**config.mk**
```make
export PLATFORM = sky130hd
export DESIGN_NAME = usync_slave
export DESIGN_NICKNAME = d
export VERILOG_FILES = /design/src/include/usync_pkg.sv /design/src/usync_slave.sv
export VERILOG_INCLUDE_DIRS = /design/src /design/src/include
export SDC_FILE = /design/constraint.sdc
export NUM_CORES = 1
export LEC_CHECK = 0
export BUFFER_PORTS_ARGS = -buffer_cell sky130_fd_sc_hd__buf_4
export CORE_ASPECT_RATIO = 1.75
export CORE_MARGIN = 2
export CORE_UTILIZATION = 60
export DETAILED_ROUTE_END_ITERATION = 10
export PLACE_DENSITY = 0.85
export RECOVER_POWER = 100
export SYNTH_ARGS = -nofsm -noshare
export SYNTH_HDL_FRONTEND = slang
export SYNTH_SLANG_ARGS = --single-unit
```
**constraint.sdc**
```tcl
create_clock -name clk -period 3.24 [get_ports clk]
set_input_delay 0 -clock clk [delete_from_list [all_inputs] [get_ports clk]]
set_output_delay 0 -clock clk [all_outputs]
set_load 0.02 [all_outputs]
```
**src/include/usync_defs.svh**
```systemverilog
`ifndef USYNC_DEFS_SVH
`define USYNC_DEFS_SVH
// byte addresses on apb
`define USYNC_RECEIVE_CONTROL_STATUS_OFF 8'h18
`define USYNC_TRANSMIT_CONTROL_STATUS_OFF 8'h98
`define USYNC_TXDATA_OFF 8'h9c
`define USYNC_RXDATA_OFF 8'h1c
`define USYNC_INTCTL_OFF 8'h20
`define USYNC_PINDIR_OFF 8'h24
// transmit_control_status bits
`define USYNC_TX_CLOCK_SOURCE_SELECT 7
`define USYNC_TX_TX9 6
`define USYNC_TX_EN 5
`define USYNC_TX_SYNC 4
`define USYNC_TX_HIGH_BAUD_SELECT 2
`define USYNC_TX_EMPTY 1
`define USYNC_TX_D9 0
// receive_control_status bits
`define USYNC_RX_SERIAL_PORT_ENABLE 7
`define USYNC_RX_RX9 6
`define USYNC_RX_SINGLE_RECEIVE_ENABLE 5
`define USYNC_RX_CONTINUOUS_RECEIVE_ENABLE 4
`define USYNC_RX_ADDRESS_DETECT_ENABLE 3
`define USYNC_RX_FRAMING_ERROR_FLAG 2
`define USYNC_RX_OVERRUN_ERROR_FLAG 1
`define USYNC_RX_D9 0
// interrupt control/status bits
`define USYNC_IC_TX_BUFFER_FREE_FLAG 0
`define USYNC_IC_RX_WORD_READY_FLAG 1
`define USYNC_IC_TX_INTERRUPT_ENABLE 2
`define USYNC_IC_RX_INTERRUPT_ENABLE 3
`define USYNC_IC_GIE 4
`define USYNC_IC_SLEEP 5
`define USYNC_TRANSMIT_CONTROL_STATUS_RST 8'h02
`define USYNC_RECEIVE_CONTROL_STATUS_RST 8'h00
`define USYNC_PINDIR_RST 8'hc0
`endif

```
**src/include/usync_pkg.sv**
```systemverilog
`default_nettype none
package usync_pkg;
  typedef enum logic [2:0] {
    USYNC_IDLE = 3'b001,
    USYNC_TX = 3'b010,
    USYNC_RX = 3'b100
  } usync_mode_t;
  typedef struct packed {
    logic [7:0] transmit_control_status;
    logic [7:0] receive_control_status;
    logic [7:0] pindir;
    logic tx_interrupt_enable;
    logic rx_interrupt_enable;
    logic gie;
    logic sleep;
    logic tx_buffer_free_flag;
    logic rx_word_ready_flag;
    logic [7:0] thr;
    logic thr_d9;
    logic [8:0] transmit_shift_register;
    logic tsr_full;
    logic [8:0] receive_shift_register;
    logic [7:0] rhr;
    logic rhr_d9;
    logic [3:0] bitcnt;
    usync_mode_t mode;
    logic [2:0] ck_sync;
    logic [2:0] dt_sync;
    logic ck_q;
    logic dt_q;
    logic dt_out;
    logic dt_oe;
    logic wake;
    logic irq;
    logic [31:0] prdata;
    logic pready;
    logic pslverr;
    logic hbaud;
  } usync_state_t;
endpackage
`default_nettype wire

```
**src/usync_slave.sv**
```systemverilog
// Decided for this implementation: the APB interface to the registers.
`timescale 1ns/1ps
`default_nettype none
`include "usync_defs.svh"
// Notes on behaviour
// - clocked mode bit: 1 sync, 0 async
// - pins active: port enable, both inputs
// - continuous receive enable beats transmit in sync
// - shift empty flag read-only, resets 1
// - nine-bit transmit uses tx ninth bit
// - receiver takes nine or eight bits
// - master single receive self-clears after word
// - continuous receive runs until cleared
// - address detect loads only ninth-bit-set words, async nine-bit only
// - no address detect: all words, ninth passed
// - framing flag updated with next word
// - overrun set on overrun, cleared with continuous
// - slave shifts on external clock, even asleep
// - second word waits, buffer flag stays clear
// - hand over second word, then set flag
// - transmit interrupt wakes, vectors if global
// - single receive ignored in slave
// - word received asleep loads, may wake
// - word done sets ready flag, interrupt
module usync_slave
  import usync_pkg::*;
(
  input wire logic clk,
  input wire logic resetn,
  input wire logic psel,
  input wire logic penable,
  input wire logic pwrite,
  input wire logic [7:0] paddr,
  input wire logic [31:0] pwdata,
  output logic [31:0] prdata,
  output logic pready,
  output logic pslverr,
  input wire logic shift_clock_in,
  input wire logic serial_line_in,
  output logic serial_line_out,
  output logic serial_line_oe,
  output logic wake_request,
  output logic interrupt_request,
  output logic high_baud_active
);

  usync_state_t r, next_r;

  logic wr, rd, sync_mode, slave_mode, pins_on, ck_rise, ck_fall, dt_now;
  logic rx_on, word_len9;

  assign wr = psel & penable & pwrite & ~r.pready;
  assign rd = psel & penable & ~pwrite & ~r.pready;
  assign sync_mode = r.transmit_control_status[`USYNC_TX_SYNC];
  assign slave_mode = sync_mode & ~r.transmit_control_status[`USYNC_TX_CLOCK_SOURCE_SELECT];
  assign pins_on = r.receive_control_status[`USYNC_RX_SERIAL_PORT_ENABLE] & (&r.pindir[7:6]);
  // only stages 2 and 3 are compared; stage 1 may be metastable
  assign ck_rise = r.ck_sync[1] & r.ck_sync[2] & ~r.ck_q;
  assign ck_fall = ~r.ck_sync[1] & ~r.ck_sync[2] & r.ck_q;
  assign dt_now = (r.dt_sync[1] == r.dt_sync[2]) ? r.dt_sync[2] : r.dt_q;
  // single receive is a don't care in slave mode
  assign rx_on = r.receive_control_status[`USYNC_RX_CONTINUOUS_RECEIVE_ENABLE];
  assign word_len9 = r.receive_control_status[`USYNC_RX_RX9];

  always_comb begin
    logic [3:0] last_bit;
    logic accept;
    logic pending;
    next_r = r;
    last_bit = 4'h0;
    accept = 1'b0;
    pending = 1'b0;
    next_r.ck_sync = {r.ck_sync[1:0], shift_clock_in};
    next_r.dt_sync = {r.dt_sync[1:0], serial_line_in};
    if (r.ck_sync[1] == r.ck_sync[2]) begin
      next_r.ck_q = r.ck_sync[2];
    end
    next_r.dt_q = dt_now;
    next_r.pready = 1'b0;
    next_r.pslverr = 1'b0;
    if (psel & penable & ~r.pready) begin
      next_r.pready = 1'b1;
      next_r.prdata = 32'h0;
      unique case (paddr)
        `USYNC_TRANSMIT_CONTROL_STATUS_OFF: begin
          next_r.prdata[7:0] = {r.transmit_control_status[7:4], 1'b0, r.transmit_control_status[2], ~r.tsr_full, r.transmit_control_status[0]};
          if (wr) begin
            next_r.transmit_control_status = {pwdata[7:4], 1'b0, pwdata[2], r.transmit_control_status[1], pwdata[0]};
          end
        end
        `USYNC_RECEIVE_CONTROL_STATUS_OFF: begin
          next_r.prdata[7:0] = r.receive_control_status;
          if (wr) begin
            next_r.receive_control_status[7:3] = pwdata[7:3];
            if (~pwdata[`USYNC_RX_CONTINUOUS_RECEIVE_ENABLE]) begin
              next_r.receive_control_status[`USYNC_RX_OVERRUN_ERROR_FLAG] = 1'b0;
            end
          end
        end
        `USYNC_TXDATA_OFF: begin
          next_r.prdata[7:0] = r.thr;
          if (wr) begin
            next_r.thr = pwdata[7:0];
            next_r.thr_d9 = r.transmit_control_status[`USYNC_TX_D9];
            next_r.tx_buffer_free_flag = 1'b0;
          end
        end
        `USYNC_RXDATA_OFF: begin
          next_r.prdata[7:0] = r.rhr;
          if (rd) begin
            next_r.rx_word_ready_flag = 1'b0;
          end
        end
        `USYNC_INTCTL_OFF: begin
          next_r.prdata[5:0] = {r.sleep, r.gie, r.rx_interrupt_enable, r.tx_interrupt_enable, r.rx_word_ready_flag, r.tx_buffer_free_flag};
          if (wr) begin
            next_r.tx_interrupt_enable = pwdata[`USYNC_IC_TX_INTERRUPT_ENABLE];
            next_r.rx_interrupt_enable = pwdata[`USYNC_IC_RX_INTERRUPT_ENABLE];
            next_r.gie = pwdata[`USYNC_IC_GIE];
            next_r.sleep = pwdata[`USYNC_IC_SLEEP];
          end
        end
        `USYNC_PINDIR_OFF: begin
          next_r.prdata[7:0] = r.pindir;
          if (wr) begin
            next_r.pindir = pwdata[7:0];
          end
        end
        default: begin
          next_r.pslverr = 1'b1;
        end
      endcase
    end
    // holding register to shift register; set flag only after transfer
    if (~r.tx_buffer_free_flag & ~r.tsr_full & r.transmit_control_status[`USYNC_TX_EN]) begin
      next_r.transmit_shift_register = {r.thr_d9, r.thr};
      next_r.tsr_full = 1'b1;
      next_r.tx_buffer_free_flag = 1'b1;
    end
    if (~pins_on | ~slave_mode) begin
      next_r.mode = USYNC_IDLE;
      next_r.dt_oe = 1'b0;
      next_r.bitcnt = 4'h0;
    end else begin
      unique case (r.mode)
        USYNC_IDLE: begin
          next_r.bitcnt = 4'h0;
          if (rx_on) begin
            next_r.mode = USYNC_RX;
            next_r.dt_oe = 1'b0;
          end else if (r.tsr_full & r.transmit_control_status[`USYNC_TX_EN]) begin
            next_r.mode = USYNC_TX;
            next_r.dt_oe = 1'b1;
            next_r.dt_out = r.transmit_shift_register[0];
          end else begin
            next_r.dt_oe = 1'b0;
          end
        end
        USYNC_TX: begin
          last_bit = r.transmit_control_status[`USYNC_TX_TX9] ? 4'h8 : 4'h7;
          if (rx_on) begin
            next_r.mode = USYNC_IDLE;
            next_r.dt_oe = 1'b0;
          end else if (ck_rise) begin
            // data changes on falling, master samples on rising
            if (r.bitcnt == last_bit) begin
              next_r.tsr_full = 1'b0;
              next_r.mode = USYNC_IDLE;
            end else begin
              next_r.bitcnt = r.bitcnt + 4'h1;
            end
          end else if (ck_fall) begin
            next_r.dt_out = r.transmit_shift_register[r.bitcnt];
          end
        end
        USYNC_RX: begin
          next_r.dt_oe = 1'b0;
          last_bit = word_len9 ? 4'h8 : 4'h7;
          if (~rx_on) begin
            next_r.mode = USYNC_IDLE;
          end else if (ck_fall) begin
            next_r.receive_shift_register[r.bitcnt] = dt_now;
            if (r.bitcnt == last_bit) begin
              next_r.bitcnt = 4'h0;
              if (~word_len9) begin
                next_r.receive_shift_register[8] = 1'b0;
              end
              accept = 1'b1;
            end else begin
              next_r.bitcnt = r.bitcnt + 4'h1;
            end
          end
        end
        default: begin
          next_r.mode = USYNC_IDLE;
        end
      endcase
    end
    // address detect only filters nine-bit async words
    if (~sync_mode & word_len9 & r.receive_control_status[`USYNC_RX_ADDRESS_DETECT_ENABLE] & ~next_r.receive_shift_register[8]) begin
      accept = 1'b0;
    end
    if (accept) begin
      // address detect is an async feature; sync accepts all
      if (r.rx_word_ready_flag) begin
        next_r.receive_control_status[`USYNC_RX_OVERRUN_ERROR_FLAG] = 1'b1;
      end else begin
        next_r.rhr = next_r.receive_shift_register[7:0];
        next_r.rhr_d9 = next_r.receive_shift_register[8];
        next_r.receive_control_status[`USYNC_RX_D9] = next_r.receive_shift_register[8];
        next_r.receive_control_status[`USYNC_RX_FRAMING_ERROR_FLAG] = 1'b0;
        next_r.rx_word_ready_flag = 1'b1;
      end
    end
    // an accepted word also clears single receive in master mode
    if (sync_mode & r.transmit_control_status[`USYNC_TX_CLOCK_SOURCE_SELECT] & accept) begin
      next_r.receive_control_status[`USYNC_RX_SINGLE_RECEIVE_ENABLE] = 1'b0;
    end
    pending = (next_r.tx_buffer_free_flag & next_r.tx_interrupt_enable) | (next_r.rx_word_ready_flag & next_r.rx_interrupt_enable);
    // global enable gates the core's line, never the wake
    next_r.irq = pending & next_r.gie;
    next_r.wake = pending & r.sleep;
    if (next_r.wake & ~r.gie) begin
      next_r.sleep = 1'b0;
    end
    next_r.hbaud = next_r.transmit_control_status[`USYNC_TX_HIGH_BAUD_SELECT] & ~next_r.transmit_control_status[`USYNC_TX_SYNC];
  end

  always_ff @(posedge clk or negedge resetn) begin
    if (!resetn) begin
      r <= '0;
      r.transmit_control_status <= `USYNC_TRANSMIT_CONTROL_STATUS_RST;
      r.receive_control_status <= `USYNC_RECEIVE_CONTROL_STATUS_RST;
      r.pindir <= `USYNC_PINDIR_RST;
      r.tx_buffer_free_flag <= 1'b1;
      r.mode <= USYNC_IDLE;
      // shift clock idles high; avoids a false edge after reset
      r.ck_sync <= 3'h7;
      r.ck_q <= 1'b1;
    end else begin
      r <= next_r;
    end
  end

  assign prdata = r.prdata;
  assign pready = r.pready;
  assign pslverr = r.pslverr;
  assign serial_line_out = r.dt_out;
  assign serial_line_oe = r.dt_oe;
  assign wake_request = r.wake;
  assign interrupt_request = r.irq;
  // baud divisor select only steers async timing, out of this block
  assign high_baud_active = r.hbaud;

endmodule
`default_nettype wire

```
==> impl_metrics.env <==
export IMPL_yosysTopAreaCellShare_pct=45.31
export IMPL_drv_slew=79
export IMPL_grt_pass1_vias=3450
export IMPL_die_h_um=121.0
export IMPL_tightest_slew_ns=1.865
export IMPL_place_gp_congestion=0.8848
export IMPL_ctsHtreeMaxLevel=3
export IMPL_intPower_uw=1786
export IMPL_antenna_cells=0
export IMPL_reg2reg_slack_ns=0.67
export IMPL_cts_tree="done"
export IMPL_worst_hold_slack_ns=0.06209
export IMPL_first_pass_iters=6
export IMPL_seq_power_share_pct=51.1
export IMPL_p_clk_share_pct=42.3
export IMPL_synth_area_leaders="dfrtp_1 45%, mux2_2 9.6%, buf_4 5.1%"
export IMPL_dp_cells=508
export IMPL_period_share_pct=79.33
export IMPL_cts_num_sinks=93
export IMPL_die_w_um=70.87
export IMPL_drc=0
export IMPL_pre_cts_ws_ns=0.9805
export IMPL_hold_violations=0
export IMPL_ys_dominant_reg_cell="dfrtp_1"
export IMPL_endpoint_kind="flip-flop"
export IMPL_crit_arrival_ns=2.79
export IMPL_numPortBuffers=37
export IMPL_async_flop_share_pct=100.0
export IMPL_ir_worst_vdd_uv=257.2
export IMPL_p_comb_share_pct=6.6
export IMPL_cts_root_buf="clkbuf_16"
export IMPL_fin_nets=496
export IMPL_violations="max-capacitance violations, max-slew violations"
export IMPL_ys_types=66
export IMPL_dieArea_sq_um=8576
export IMPL_yosysSeqAreaShare_pct=49.79
export IMPL_final_cell_mix="85 x dfrtp_1, 38 x mux2_2, 31 x nand2_1"
export IMPL_antenna_found_initial=0
export IMPL_p_leak_uw=0.002379
export IMPL_cp_data_required_time_ns=3.46
export IMPL_synth_edf_count=0
export IMPL_postSynthCellCount=409
export IMPL_ff2ff_path_depth=4
export IMPL_routedWlPerCell_um=19.83
export IMPL_timing_final_ws_setup_ns=0.6698
export IMPL_drive_gt1_share_pct=18.97
export IMPL_crit_fanout=10
export IMPL_grt_max_degree=79
export IMPL_drt_iter0_markers=342
export IMPL_grt_use_total_pct=26.48
export IMPL_ios=86
export IMPL_gr_total_overflow=0
export IMPL_vias=3354
export IMPL_yosysWarnings=0
export IMPL_power_switching_uw=584.6
export IMPL_largest_reg_flops=74
export IMPL_run_status="finished, violations left"
export IMPL_fill_cells=561
export IMPL_viasPerCell=6.257
export IMPL_fin_setup_tns_ns=0
export IMPL_grt_pass1_wl_mm=17.41
export IMPL_p_per_area_nw_per_um2=460.0
export IMPL_drv_cap=1
export IMPL_hold_start="pwrite"
export IMPL_avgSynthCellArea_sq_um=11.48
export IMPL_postRouteAntennaNets=0
export IMPL_clock_fmax_mhz=389.1
export IMPL_worst_clock_skew_ns=0.006809
export IMPL_hold_path_class="input pin to flip-flop"
export IMPL_finalSetupViolCount=0
export IMPL_path_clk_slew_ns=0.07
export IMPL_rows=42
export IMPL_syn_to_final_growth_pct=9.781
export IMPL_routed_wirelength_mm=10.63
export IMPL_dpl_hpwl_mm=7.544
export IMPL_core_sq_um=7567
export IMPL_mostFrequentLayoutCell="dfrtp_1"
export IMPL_slew_headroom_pct=-24.35
export IMPL_synth_seq_cells=93
export IMPL_cts_buffer_depth=2
export IMPL_cts_buffers=9
export IMPL_top_register="r"
export IMPL_holdPathEnd="r[91]$_DFF_PN0_"
export IMPL_period_needed_ns=2.570
export IMPL_path_class="flip-flop to flip-flop"
export IMPL_start_util_pct=62.04
export IMPL_rsz0062_at_grt="false"
export IMPL_r2r_end="r[55]$_DFFE_PN0P_"
export IMPL_fin_cells=536
export IMPL_start_kind="flip-flop"
export IMPL_hold_path_depth=4
export IMPL_swShare_pct=24.66
export IMPL_synth_top_area_cell="dfrtp_1"
export IMPL_timing_rr_start="r[50]$_DFFE_PN0P_"
export IMPL_synth_area_sq_um=4695
export IMPL_post_cts_resized=0
export IMPL_clk_latency_ns=0.34
-- worst max-delay path, stage by stage (launching register included) --
cell and delay [ns]:
dfrtp_1 0.52, or4b_1 0.60, mux2_4 0.32, nor3_1 0.62, mux2_1 0.38
-- how the worst max path moves through the flow --
stage / from / endpoint / slack [ns] / depth (start not counted)
finish: r[50]$_DFFE_PN0P_ / r[55]$_DFFE_PN0P_ / 0.67 / 4
global route: resetn / r[105]$_DFFE_PN0P_ / 0.50 / 3
CTS: r[50]$_DFFE_PN0P_ / r[51]$_DFFE_PN0P_ / 0.96 / 5
detailed placement: r[50]$_DFFE_PN0P_ / r[51]$_DFFE_PN0P_ / 0.98 / 5
global placement: r[50]$_DFFE_PN0P_ / r[51]$_DFFE_PN0P_ / 1.04 / 5
floorplan: r[50]$_DFFE_PN0P_ / r[51]$_DFFE_PN0P_ / 1.10 / 6
-- per-stage QoR --
step	util [%]	instance area (sq um)	total power, uW
final	68.11	5154	2371
after floorplan	-	4781	1335
after global routing	68.11	5154	2446
after CTS	69.61	5268	2389
after global placement	64.24	4861	1378
after detailed placement	64.24	4861	1383
-- power by group through the flow --
stage / Combinational [uW] / Clock, uW / Sequential (uW)
2_1_floorplan: 107 / 0 / 1230
3_3_place_gp: 146 / 0 / 1230
3_5_place_dp: 151 / 0 / 1230
4_1_cts: 165 / 1010 / 1210
5_1_grt: 171 / 1060 / 1210
6_report: 157 / 1000 / 1210
-- synthesized netlist by cell type, types with 2 or more instances --
cell,number
a221oi_1,2
o2111ai_1,2
nor4_1,4
a21oi_1,10
nand2b_1,4
nand2_1,31
and3b_1,2
buf_2,3
and4b_1,3
or2_2,2
dfstp_2,8
dfrtp_1,85
nor3_1,9
mux2_2,40
and4_1,2
buf_4,32
nor2b_1,4
a21o_1,3
a22o_1,5
nand4_1,5
xor2_1,3
mux4_2,2
buf_1,2
o21ai_1,8
or3_1,2
or3b_1,2
inv_1,10
nor3_4,2
clkbuf_1,13
nand4b_1,2
nor2_1,19
and3_1,3
nand3b_1,3
a222oi_1,4
nand3_1,7
a31oi_1,4
mux2_1,14
ha_1,6
nor3b_1,4
o2bb2ai_1,2
o21ai_0,7
mux2i_1,10
-- layer usage --
metal  vias up  global-route usage, %  routed length (um)
li1       1495                      -                   -
met1      1684                  28.11                3809
met2       131                  47.49                5810
met3        44                  4.900                 405
met4         0                  16.04                 601
met5         -                      0                   0
-- logic make-up (layout without fill, tap and decap cells) --
logic type,after synthesis,count (layout),synth area share (%)
XOR/XNOR,4,4,0.7464
flip-flops,93,93,49.79
multiplexers,67,67,16.36
adder cells (fa/ha/maj),7,7,1.812
AND/OR/NAND/NOR,116,116,13.97
buffers and inverters,61,77,7.676
other,1,24,0.07988
AO/OA/AOI/OAI,60,60,9.569
-- repair_timing --
action,in CTS,in global routing
setup buffers,0,0
hold buffers,12,0
endpoints found under the hold margin,102,0
-- layout make-up --
cell class	count	area [sq um]	share of cell area [%]
inverter	10	37.54	0.7283
timing repair buffer	51	339.1	6.579
multi-input combinational	278	2043	39.65
clock inverter	6	47.55	0.9226
sequential	93	2337	45.35
tap	88	110.1	2.136
clock buffer	10	239.0	4.637
No activity file was read; power rests on OpenSTA's default activity.
